## src/core/bcf_map.svh

```systemverilog
// constants for the branch, call and flow unit: opcodes, reset values, cycle lengths
`ifndef BCF_MAP_SVH
`define BCF_MAP_SVH

// opcodes handled by this unit
`define BCF_OP_BRANCH_NOT_NULL 8'h20
`define BCF_OP_LOOP            8'h10
`define BCF_OP_JUMP_POINTER    8'hE9
`define BCF_OP_PREFIX_FIRST    8'hDD
`define BCF_OP_PREFIX_SECOND   8'hFD
`define BCF_OP_CALL            8'hCD

// reset values
`define BCF_PC_RESET           16'h0000
`define BCF_SP_RESET           16'hFFFF
`define BCF_COUNT_RESET        8'h00

// machine cycle lengths in clock periods
`define BCF_LEN_FETCH          3'h4
`define BCF_LEN_LOOP_EXTRA     3'h1
`define BCF_LEN_READ           3'h3
`define BCF_LEN_READ_LONG      3'h4
`define BCF_LEN_WRITE          3'h3
`define BCF_LEN_BRANCH         3'h5

`endif

```

## src/core/bcf_pkg.sv

```systemverilog
// types shared by the branch, call and flow unit
package bcf_pkg;

    // machine cycle being run
    typedef enum logic [3:0] {
        ST_FETCH     = 4'b0000,
        ST_PFX_FETCH = 4'b0001,
        ST_LOOP_DEC  = 4'b0010,
        ST_DISP_READ = 4'b0011,
        ST_BRANCH    = 4'b0100,
        ST_ADDR_LO   = 4'b0101,
        ST_ADDR_HI   = 4'b0110,
        ST_PUSH_HI   = 4'b0111,
        ST_PUSH_LO   = 4'b1000
    } bcf_state_t;

    // request toward external memory
    typedef struct packed {
        logic [15:0] addr;
        logic [7:0]  wdata;
        logic        rd;
        logic        wr;
        logic        fetch;
    } bcf_mem_req_t;

    // pointer registers supplied by the core
    typedef struct packed {
        logic [15:0] primary_pointer_pair;
        logic [15:0] first_index_register;
        logic [15:0] second_index_register;
    } bcf_core_regs_t;

endpackage

```

## src/core/bcf_flow_unit.sv

```systemverilog
// program-flow unit: relative branch, pointer jumps, loop branch and call
//
// Notes on behaviour
// RULE_01 - null flag clear: add signed displacement to counter, fetch from there
// RULE_02 - targets reckoned from branch opcode address, span -126 to +129
// RULE_03 - null flag set: branch not taken, continue after the two bytes
// RULE_04 - taken branch: three machine cycles of 4, 3, 5 clocks
// RULE_05 - untaken branch: two machine cycles of 4 and 3 clocks
// RULE_06 - displacement byte is two's complement, applied after both bytes fetched
// RULE_07 - E9 copies primary pointer pair into counter in 4 clocks
// RULE_08 - DD then E9 loads counter from first index register, 4 plus 4
// RULE_09 - FD then E9 loads counter from second index register, 4 plus 4
// RULE_10 - opcode 10 decrements loop count; nonzero branches in 5, 3, 5 clocks
// RULE_11 - loop count reaching zero falls through after 5 and 3 clocks
// RULE_12 - call is CD then target low byte then high byte
// RULE_13 - call pushes high then low byte below stack pointer, then jumps
// RULE_14 - pushed return address points past the three call bytes
// RULE_15 - none of these instructions alter any flag bit
// RULE_16 - memory must store both pushed bytes at the driven address
`timescale 1ns/1ps
`default_nettype none
`include "bcf_map.svh"

module bcf_flow_unit (
    // clock and reset
    input  wire logic                   mclk,
    input  wire logic                   rst,
    // external memory
    output var bcf_pkg::bcf_mem_req_t   mem_req,
    input  wire logic [7:0]             mem_rdata,
    // core register values
    input  wire bcf_pkg::bcf_core_regs_t core_regs,
    input  wire logic [7:0]             flags_in,
    input  wire logic                   null_flag,
    // core loads of stack pointer and loop count
    input  wire logic                   sp_load,
    input  wire logic [15:0]            sp_value,
    input  wire logic                   count_load,
    input  wire logic [7:0]             count_value,
    // state toward the core
    output logic [15:0]                 program_counter,
    output logic [15:0]                 stack_pointer,
    output logic [7:0]                  loop_count,
    output logic [7:0]                  flags_out,
    output logic                        instr_done,
    output logic                        unsupported
);

    ////////////////////////////////////////////////////////////////////////////
    // state
    bcf_pkg::bcf_state_t state;
    bcf_pkg::bcf_state_t next_state;
    logic [2:0]          tcnt;
    logic [2:0]          cycle_len;
    logic                advance;
    logic [15:0]         next_pc;
    logic [15:0]         next_sp;
    logic [7:0]          opcode;
    logic                prefix_second;
    logic [7:0]          disp;
    logic [7:0]          target_lo;
    logic [7:0]          target_hi;
    logic                branch_taken;
    logic                next_unsupported;

    // machine cycle sequences, clocks per cycle in brackets:
    //   relative branch  fetch(4) read(3), then internal(5) only when taken
    //   loop branch      fetch(4) internal(1) read(3), then internal(5) when taken
    //   pointer jump     fetch(4)
    //   index jump       fetch(4) fetch(4), the first byte picks the register
    //   call             fetch(4) read lo(3) read hi(4) write hi(3) write lo(3)
    //   anything else    fetch(4), or fetch(4) fetch(4) after a prefix, flagged unsupported and stepped over
    // memory has no wait input, so every length is fixed and a cycle ends on
    // the edge where tcnt, already at its length minus one, returns to zero

    ////////////////////////////////////////////////////////////////////////////
    // machine cycle length per state
    // writes share the default length; unused codes fall back to it too
    always_comb begin
        case (state)
            bcf_pkg::ST_FETCH:     cycle_len = `BCF_LEN_FETCH;      // [RULE_07]
            bcf_pkg::ST_PFX_FETCH: cycle_len = `BCF_LEN_FETCH;      // [RULE_08] [RULE_09]
            bcf_pkg::ST_LOOP_DEC:  cycle_len = `BCF_LEN_LOOP_EXTRA; // [RULE_10] [RULE_11]
            bcf_pkg::ST_DISP_READ: cycle_len = `BCF_LEN_READ;       // [RULE_05]
            bcf_pkg::ST_BRANCH:    cycle_len = `BCF_LEN_BRANCH;     // [RULE_04]
            bcf_pkg::ST_ADDR_LO:   cycle_len = `BCF_LEN_READ;
            bcf_pkg::ST_ADDR_HI:   cycle_len = `BCF_LEN_READ_LONG;  // [RULE_13]
            default:               cycle_len = `BCF_LEN_WRITE;
        endcase
    end

    assign advance = (tcnt == 3'(cycle_len - 3'h1));

    // taken test; loop count is already decremented when the displacement lands
    assign branch_taken = (opcode == `BCF_OP_BRANCH_NOT_NULL) ? !null_flag // [RULE_01] [RULE_03]
                                                              : (loop_count != 8'h00); // [RULE_10] [RULE_11]

    ////////////////////////////////////////////////////////////////////////////
    // sequencing of machine cycles and counter arithmetic
    always_comb begin
        next_state       = state;
        next_pc          = program_counter;
        next_sp          = stack_pointer;
        next_unsupported = 1'b0;
        if (advance) begin
            case (state)
                bcf_pkg::ST_FETCH: begin
                    next_pc = program_counter + 16'h0001;
                    if (mem_rdata == `BCF_OP_JUMP_POINTER) begin
                        next_pc = core_regs.primary_pointer_pair; // [RULE_07]
                    end else if (mem_rdata == `BCF_OP_PREFIX_FIRST ||
                                 mem_rdata == `BCF_OP_PREFIX_SECOND) begin
                        next_state = bcf_pkg::ST_PFX_FETCH;
                    end else if (mem_rdata == `BCF_OP_BRANCH_NOT_NULL) begin
                        next_state = bcf_pkg::ST_DISP_READ;
                    end else if (mem_rdata == `BCF_OP_LOOP) begin
                        next_state = bcf_pkg::ST_LOOP_DEC; // fifth clock of the fetch [RULE_10]
                    end else if (mem_rdata == `BCF_OP_CALL) begin
                        next_state = bcf_pkg::ST_ADDR_LO; // [RULE_12]
                    end else begin
                        next_unsupported = 1'b1;
                    end
                end
                bcf_pkg::ST_PFX_FETCH: begin
                    next_state = bcf_pkg::ST_FETCH;
                    next_pc    = program_counter + 16'h0001;
                    if (mem_rdata == `BCF_OP_JUMP_POINTER) begin
                        next_pc = prefix_second ? core_regs.second_index_register  // [RULE_09]
                                                : core_regs.first_index_register;  // [RULE_08]
                    end else begin
                        next_unsupported = 1'b1;
                    end
                end
                bcf_pkg::ST_LOOP_DEC: begin
                    next_state = bcf_pkg::ST_DISP_READ;
                end
                bcf_pkg::ST_DISP_READ: begin
                    // counter now sits past both bytes [RULE_06]
                    next_pc    = program_counter + 16'h0001;
                    next_state = branch_taken ? bcf_pkg::ST_BRANCH : bcf_pkg::ST_FETCH; // [RULE_03] [RULE_05] [RULE_11]
                end
                bcf_pkg::ST_BRANCH: begin
                    // base is opcode address plus two, so the span is -126..+129
                    next_pc    = program_counter + {{8{disp[7]}}, disp}; // [RULE_01] [RULE_02] [RULE_06]
                    next_state = bcf_pkg::ST_FETCH;
                end
                bcf_pkg::ST_ADDR_LO: begin
                    next_pc    = program_counter + 16'h0001;
                    next_state = bcf_pkg::ST_ADDR_HI;
                end
                bcf_pkg::ST_ADDR_HI: begin
                    // return address is past all three call bytes [RULE_14]
                    next_pc    = program_counter + 16'h0001;
                    next_sp    = stack_pointer - 16'h0001; // [RULE_13]
                    next_state = bcf_pkg::ST_PUSH_HI;
                end
                bcf_pkg::ST_PUSH_HI: begin
                    next_sp    = stack_pointer - 16'h0001; // [RULE_13]
                    next_state = bcf_pkg::ST_PUSH_LO;
                end
                bcf_pkg::ST_PUSH_LO: begin
                    next_pc    = {target_hi, target_lo}; // [RULE_12] [RULE_13]
                    next_state = bcf_pkg::ST_FETCH;
                end
                default: begin
                    next_state = bcf_pkg::ST_FETCH;
                end
            endcase
        end
    end

    ////////////////////////////////////////////////////////////////////////////
    // state and clock-period counter
    always_ff @(posedge mclk) begin
        if (rst) begin
            state <= bcf_pkg::ST_FETCH;
            tcnt  <= 3'h0;
        end else begin
            state <= next_state;
            tcnt  <= advance ? 3'h0 : 3'(tcnt + 3'h1);
        end
    end

    ////////////////////////////////////////////////////////////////////////////
    // program counter and stack pointer; own updates win over core loads
    // a core load that lands while a call is decrementing is lost, so the core
    // must not load the stack pointer during a call
    always_ff @(posedge mclk) begin
        if (rst) begin
            program_counter <= `BCF_PC_RESET;
            stack_pointer   <= `BCF_SP_RESET;
        end else begin
            program_counter <= next_pc;
            if (next_sp != stack_pointer) begin
                stack_pointer <= next_sp;
            end else if (sp_load) begin
                stack_pointer <= sp_value;
            end
        end
    end

    ////////////////////////////////////////////////////////////////////////////
    // loop count: decrement during the extra fetch clock
    // the taken test reads the decremented value one read cycle later, so a
    // start value of one falls straight through
    always_ff @(posedge mclk) begin
        if (rst) begin
            loop_count <= `BCF_COUNT_RESET;
        end else if (state == bcf_pkg::ST_LOOP_DEC) begin
            loop_count <= loop_count - 8'h01; // [RULE_10] [RULE_11]
        end else if (count_load) begin
            loop_count <= count_value;
        end
    end

    ////////////////////////////////////////////////////////////////////////////
    // operand capture at the last clock of each read
    // opcode stays put through the operand reads, so the taken test and the
    // push data never see a half-loaded instruction
    always_ff @(posedge mclk) begin
        if (rst) begin
            opcode        <= 8'h00;
            prefix_second <= 1'b0;
            disp          <= 8'h00;
            target_lo     <= 8'h00;
            target_hi     <= 8'h00;
        end else if (advance) begin
            if (state == bcf_pkg::ST_FETCH) begin
                opcode        <= mem_rdata;
                prefix_second <= (mem_rdata == `BCF_OP_PREFIX_SECOND);
            end
            if (state == bcf_pkg::ST_DISP_READ) begin
                disp <= mem_rdata; // [RULE_06]
            end
            if (state == bcf_pkg::ST_ADDR_LO) begin
                target_lo <= mem_rdata; // low byte first [RULE_12]
            end
            if (state == bcf_pkg::ST_ADDR_HI) begin
                target_hi <= mem_rdata; // [RULE_12]
            end
        end
    end

    ////////////////////////////////////////////////////////////////////////////
    // memory request, set up as each machine cycle begins so it stands registered
    // registering the request keeps address and strobes glitch-free for a whole
    // machine cycle, at the cost of working from next_state and next_pc
    always_ff @(posedge mclk) begin
        if (rst) begin
            mem_req.addr  <= `BCF_PC_RESET;
            mem_req.wdata <= 8'h00;
            mem_req.rd    <= 1'b1;
            mem_req.wr    <= 1'b0;
            mem_req.fetch <= 1'b1;
        end else if (advance) begin
            mem_req.rd    <= 1'b0;
            mem_req.wr    <= 1'b0;
            mem_req.fetch <= 1'b0;
            case (next_state)
                bcf_pkg::ST_FETCH, bcf_pkg::ST_PFX_FETCH: begin
                    mem_req.addr  <= next_pc; // [RULE_01] [RULE_07]
                    mem_req.rd    <= 1'b1;
                    mem_req.fetch <= 1'b1;
                end
                bcf_pkg::ST_DISP_READ, bcf_pkg::ST_ADDR_LO, bcf_pkg::ST_ADDR_HI: begin
                    mem_req.addr <= next_pc;
                    mem_req.rd   <= 1'b1;
                end
                bcf_pkg::ST_PUSH_HI: begin
                    mem_req.addr  <= next_sp;
                    mem_req.wdata <= next_pc[15:8]; // program_counter_high_byte [RULE_13] [RULE_16]
                    mem_req.wr    <= 1'b1;
                end
                bcf_pkg::ST_PUSH_LO: begin
                    mem_req.addr  <= next_sp;
                    mem_req.wdata <= program_counter[7:0]; // program_counter_low_byte [RULE_13]
                    mem_req.wr    <= 1'b1;
                end
                default: begin
                    // internal cycles keep the bus quiet
                    mem_req.addr <= mem_req.addr;
                end
            endcase
        end
    end

    ////////////////////////////////////////////////////////////////////////////
    // status toward the core; flags pass through untouched
    // each pulse rises with the first clock of the following fetch, so the
    // core sees it once per instruction
    always_ff @(posedge mclk) begin
        if (rst) begin
            flags_out   <= 8'h00;
            instr_done  <= 1'b0;
            unsupported <= 1'b0;
        end else begin
            flags_out   <= flags_in; // [RULE_15]
            instr_done  <= advance && (next_state == bcf_pkg::ST_FETCH);
            unsupported <= next_unsupported;
        end
    end

endmodule
`default_nettype wire

```

## config.mk

```make
export PLATFORM = sky130hd
export DESIGN_NAME = bcf_flow_unit
export DESIGN_NICKNAME = d
export VERILOG_FILES = /design/src/core/bcf_pkg.sv /design/src/core/bcf_flow_unit.sv
export VERILOG_INCLUDE_DIRS = /design/src /design/src/core
export SDC_FILE = /design/constraint.sdc
export NUM_CORES = 1
export LEC_CHECK = 0
export ABC_CLOCK_PERIOD_IN_PS = 3200
export BUFFER_PORTS_ARGS = -buffer_cell sky130_fd_sc_hd__buf_2
export CAP_MARGIN = 0
export CORE_MARGIN = 2
export CORE_UTILIZATION = 49
export CTS_CLUSTER_SIZE = 10
export DETAILED_ROUTE_END_ITERATION = 10
export GPL_TIMING_DRIVEN = 0
export PLACE_DENSITY_LB_ADDON = 0.12
export SYNTH_ARGS = -nofsm -noshare
export SYNTH_HDL_FRONTEND = slang
export SYNTH_SLANG_ARGS = --single-unit
```

## constraint.sdc

```tcl
create_clock -name mclk -period 3.2 [get_ports mclk]
set_input_delay 0.64 -clock mclk [delete_from_list [all_inputs] [get_ports mclk]]
set_output_delay 0.64 -clock mclk [all_outputs]
set_load 0.02 [all_outputs]
```

Word-level counts from Yosys, hierarchy flattened
Cells that the tools add are included.
- register bits: 117
- output and inout bits: 77
- add/subtract/negate cells: 6
- equal/unequal tests: 23
- mux-type cells: 33
- bitwise logic cells: 1
- reduce and logical (&&, ||, !) cells: 24
- operators by type and width (kind ; count):
    2-to-1 mux 16 bit ; 8
    one-hot mux 16 bit (5 select lines) ; 1
    == test 8 bit, second input constant ; 4
    one-hot mux 16 bit (2 select lines) ; 1
    == test 4 x 3 -> 1 bit, second input constant ; 7
    2-to-1 mux 4 bit ; 6
    one-hot mux 4 bit (6 select lines) ; 1
    adder 16 x 1 -> 16 bit, second input constant ; 1
    adder 16 bit ; 1
    == test 8 x 6 -> 1 bit, second input constant ; 2
    2-to-1 mux 8 bit ; 2
    != test 16 bit ; 1
    one-hot mux 8 bit (2 select lines) ; 1
    subtractor 16 x 1 -> 16 bit, second input constant ; 1
    == test 4 x 2 -> 1 bit, second input constant ; 3
    AND reduction 2 bit ; 6
    2-to-1 mux 1 bit ; 10
    OR reduction 2 bit ; 5
    one-hot mux 3 bit (3 select lines) ; 1
    == test 4 x 1 -> 1 bit, second input constant ; 2
    == test 4 bit, second input constant ; 2
    == test 8 x 5 -> 1 bit, second input constant ; 1
    zero test 4 bit ; 2
    nonzero test 2 bit ; 4
    other kinds (13) ; 14

Depth between registers and ports, before layout
- depth in word-level cells: 12
- gate-level depth with buffers: 13
- mapped depth without buffers: 11

Worst setup path before layout
Ideal clock, no wire load.
- kind: input port to flip-flop
- from: input port mem_rdata[4]
- to: register mem_req[12] (netlist name)
- setup time: 0.088 ns
- arrival time: 3.022 ns
- required time: 3.112 ns
- path slack: 0.090 ns
- cell stages on the path: 12
- buffers on the path: 3
- cell sequence: clkbuf_1 > nand2b_1 > or3_1 > clkbuf_1 > o31ai_1 > a311oi_1 > o22a_4 > or4b_1 > buf_2 > nand2_4 > o211ai_2 > a311oi_2
- longest elaborated chain between the ends: 12
- elaborated cells on any way between the ends: 30
- those cells by class: eq/ne: 12; mux: 12; reduce/logical: 6
- ends and longest elaborated chain (item ; line ; RTL):
    start: declaration ; bcf_flow_unit.sv:30 ; input wire logic [7:0] mem_rdata,
    == test 8 bit (no line) ; n/a ;
    2-to-1 mux 4 bit ; bcf_flow_unit.sv:118 ; end else if (mem_rdata == `BCF_OP_CALL) begin
    2-to-1 mux 4 bit ; bcf_flow_unit.sv:116 ; end else if (mem_rdata == `BCF_OP_LOOP) begin
    2-to-1 mux 4 bit ; bcf_flow_unit.sv:114 ; end else if (mem_rdata == `BCF_OP_BRANCH_NOT_NULL) begin
    2-to-1 mux 4 bit ; bcf_flow_unit.sv:111 ; end else if (mem_rdata == `BCF_OP_PREFIX_FIRST ||
    2-to-1 mux 4 bit ; bcf_flow_unit.sv:109 ; if (mem_rdata == `BCF_OP_JUMP_POINTER) begin
    one-hot mux 4 bit (6 select lines) ; bcf_flow_unit.sv:106 ; case (state)
    2-to-1 mux 4 bit ; bcf_flow_unit.sv:105 ; if (advance) begin
    == test 4 x 2 -> 1 bit, or another cell as far along ; bcf_flow_unit.sv:259 ; case (next_state)
    OR reduction 5 bit (no line) / OR reduction 2 bit (equally long branches) ; n/a ;
    nonzero test 2 bit (no line) ; n/a ;
    AND reduction 2 bit (no line) ; n/a ;
    end: declaration ; bcf_flow_unit.sv:29 ; output var bcf_pkg::bcf_mem_req_t mem_req,
Several ways; a longest one is shown, not always the timed one.
A chain may end at the register's enable or synchronous reset.

Worst setup path after layout
- from: input port mem_rdata[6]
- to: register mem_req[17] (netlist name)
Same word-level chain as after synthesis.

==> results.py <==
metrics = {
    "status": {
        "outcome": "finished, final reports clean",
    },
    "logic_synthesis": {
        "synth_cell_types": 82,
        "synthFlopType": "dfxtp_1",
        "yosysSeqAreaShare_pct": 32.4,
        "synth_top_cells_by_count": "dfxtp_1, nor2_1, nand2_1",
        "synth_edf_count": 0,
        "yosysTopAreaCell": "dfxtp_1",
        "avgSynthCellArea_um2": 7.96,
        "yosysMostFrequentCell": "dfxtp_1",
        "synth_top_area_share_pct": 32.4,
        "async_flop_share_pct": 0,
        "synth_seq_cells": 117,
        "netlist_area_um2": 7230,
        "syn_nets": 1022,
        "synthCells": 908,
        "yosysWarnings": 0,
        "synth_area_leaders": "dfxtp_1, mux2i_1, nor2_1",
    },
    "layout": {
        "nNetsFinal": 1212,
        "fill_cells": 1347,
        "final_cells": 1295,
        "drive_gt1_share_pct": 24.8,
        "multi_input_area_um2": 4770,
        "num_antenna_cells": 0,
        "syn_to_final_growth_pct": 25.9,
        "seq_area_um2": 2350,
    },
    "setup_path": {
        "cp.arrival_ns": 3.42,
        "critPathSlowestCell": "or4b_1",
        "cp_data_required_time_ns": 3.48,
        "worstPathCellList": "buf_2 > nand2_1 > or4b_1 > o41ai_1 > a21o_1 > mux2i_2 > and4bb_2 > nor2_1 > clkbuf_2 > o311ai_2 > a21oi_1",
        "worst-path-max-fanout": 10,
        "critPathBufInv": 2,
        "endpoint_kind": "flop",
        "crit_type": "in -> reg",
        "slowest_delay_ns": 0.64,
        "startpoint_type": "input pin",
        "crit_family": "simple AND/OR/NAND/NOR gates",
    },
    "drt": {
        "drc": 0,
        "avgViaCountPerCell": 6.08,
        "routed_wl_mm": 24.7,
        "antenna_left": 0,
        "via_count": 7871,
        "detail_route.wl_per_cell_um": 19.1,
        "drt-initial-drc-count": 807,
        "dr.pass1.iters": 5,
    },
    "clocking": {
        "htreeDepth": 4,
        "cts_num_sinks": 117,
        "insertion_delay_ns": 0.43,
        "hold_buffers": 0,
        "max-clock-path-buffers": 2,
        "cts_made_buffers": 17,
        "cts.clk_slew.worst_paths_ns": 0.06,
        "cts_root_buf": "clkbuf_16",
        "cts_tree": "built",
    },
    "global_routing": {
        "grt_max_degree": 17,
        "grt_pass1_vias": 7260,
        "grt_usage_pct": 30.4,
        "antenna_found_initial": 0,
        "grt_overflow_total": 0,
        "grt_pass1_wl_mm": 38.3,
    },
    "sta": {
        "tightest_slew_ns": 0.789,
        "rsz0062_at_grt": "true",
        "final.setup.tns_ns": 0,
        "hold_viol": 0,
        "relSlewSlack_pct": 47.0,
        "period_needed_ns": 3.14,
        "setup_slack_ns": 0.0581,
        "slew_violations": 0,
        "skew_ns": 0.0131,
        "setup_viol": 0,
        "max_freq_mhz": 318,
        "period_share_pct": 98.2,
    },
    "power_and_ir_drop": {
        "cellLeakagePower_nw": 3.87,
        "ir_drop_v": 0.000351,
        "p_per_area_nw_per_um2": 425,
    },
    "min_path": {
        "hold_class": "in -> reg",
    },
    "place": {
        "dp_slack_ns": -0.700,
        "gp_congestion": 0.953,
        "dp_hpwl_mm": 18.4,
        "dp_cells": 1258,
        "port_buffers": 166,
    },
    "floorplanning": {
        "die_h_um": 125,
        "start_util_pct": 49.9,
        "std_cell_rows": 44,
        "ios": 170,
        "core_area_um2": 14500,
        "die_area_um2": 15700,
        "die_w_um": 125,
    },
    "run": {
        "drv_cap": 0,
    },
}
[per-layer routing]
layer  share of wire, %  global-route usage, %  vias to the layer above
li1                   -                      -                     3748
met1                 44                   40.6                     3712
met2                 46                   49.5                      356
met3                7.2                   5.61                       55
met4                2.6                   10.5                        0
met5                  0                      0                        -
[where the power goes]
part / internal (W) / total (W) / leakage (nW) / switching, W
combinational: 0.000193 / 0.000501 / 2.64 / 0.000308
sequential: 0.00150 / 0.00155 / 0.953 / 0.0000528
clock: 0.00109 / 0.00181 / 0.273 / 0.000722
total: 0.00279 / 0.00387 / 3.87 / 0.00108
[through the flow]
| step | utilization, % | hold WS (ns) | instance area [um2] | power, W |
|---|---|---|---|---|
| 3_3_place_gp | 57.2 | 0.442 | 8290 | 0.00205 |
| 5_1_grt | 62.8 | 0.428 | 9100 | 0.00399 |
| 4_1_cts | 62.0 | 0.418 | 8970 | 0.00386 |
| 6_report | 62.8 | 0.422 | 9100 | 0.00387 |
| 2_1_floorplan | - | 0.449 | 7230 | 0.00186 |
| 3_5_place_dp | 57.2 | 0.447 | 8290 | 0.00206 |
[flip-flops by register name, indices dropped and copies added (netlist names)]
name	count
flags_out	8
loop_count	8
target_hi	8
mem_req	27
state	4
program_counter	16
prefix_second	1
opcode	8
disp	8
stack_pointer	16
tcnt	3
instr_done	1
unsupported	1
target_lo	8
[cell families after synthesis]
kind of cell	after synthesis	synth area share, %
compound gates	286	26.3
flops	117	32.4
simple gates	342	23.8
xor+xnor	30	3.64
fa+ha+maj	21	3.74
mux	44	6.16
buf+inv	68	3.95
[path summary, 6_finish.rpt]
path	from	end	slack [ns]	cells after the start
max	mem_rdata[6]	mem_req[17]	0.06	11
min	flags_in[1]	flags_out[1]	0.42	2
max reg2reg	state[0]	mem_req[20]	0.07	11
min reg2reg	mem_req[16]	mem_req[16]	0.45	2
[cell usage in the layout (no fill, tap or decap), types with 8 or more instances in the layout]
| cell type | Yosys | layout |
|---|---|---|
| a31oi_1 | 10 | 9 |
| o21ai_0 | 67 | 64 |
| clkbuf_2 | 0 | 11 |
| nand4_1 | 9 | 9 |
| inv_1 | 10 | 10 |
| nor3_1 | 20 | 19 |
| o211ai_1 | 12 | 12 |
| nor2_1 | 95 | 94 |
| a22oi_1 | 16 | 14 |
| a21oi_1 | 62 | 60 |
| nor2b_1 | 16 | 16 |
| xnor2_1 | 10 | 10 |
| dfxtp_1 | 117 | 114 |
| clkbuf_1 | 47 | 32 |
| nand2_1 | 93 | 93 |
| xor2_1 | 20 | 20 |
| nor4_1 | 11 | 11 |
| mux2i_1 | 40 | 38 |
| a211oi_1 | 22 | 20 |
| nand2b_1 | 17 | 16 |
| a21o_1 | 18 | 18 |
| clkbuf_16 | 0 | 17 |
| and3_1 | 10 | 10 |
| buf_2 | 6 | 172 |
| ha_1 | 20 | 20 |
| nand3_1 | 24 | 24 |
| buf_4 | 0 | 8 |
| or3_1 | 8 | 8 |
[timing repair]
item,CTS,global route
pin swaps,0,4
gates resized for setup,24,39
cloned,0,0
buffers inserted,4,4
setup endpoints to repair,40,28
[cell type report]
class                           count  area share (%)
Multi-Input combinational cell    723            52.4
Tap cell                          184            2.53
Clock inverter                     14            1.38
Sequential cell                   117            25.8
Inverter                           10           0.413
Clock buffer                       18            4.83
Buffer                             55            2.87
Timing Repair Buffer              174            9.79
[worst register-to-register path, delay by kind of cell (launching register included)]
family,cells,cell delay (ns)
AOI/OAI and AO/OA,3,0.89
and+or+nand+nor,4,0.67
buffers and inverters,3,0.65
muxes,1,0.41
DFF,1,0.38
Note: power is estimated with default switching activity, not from simulation.
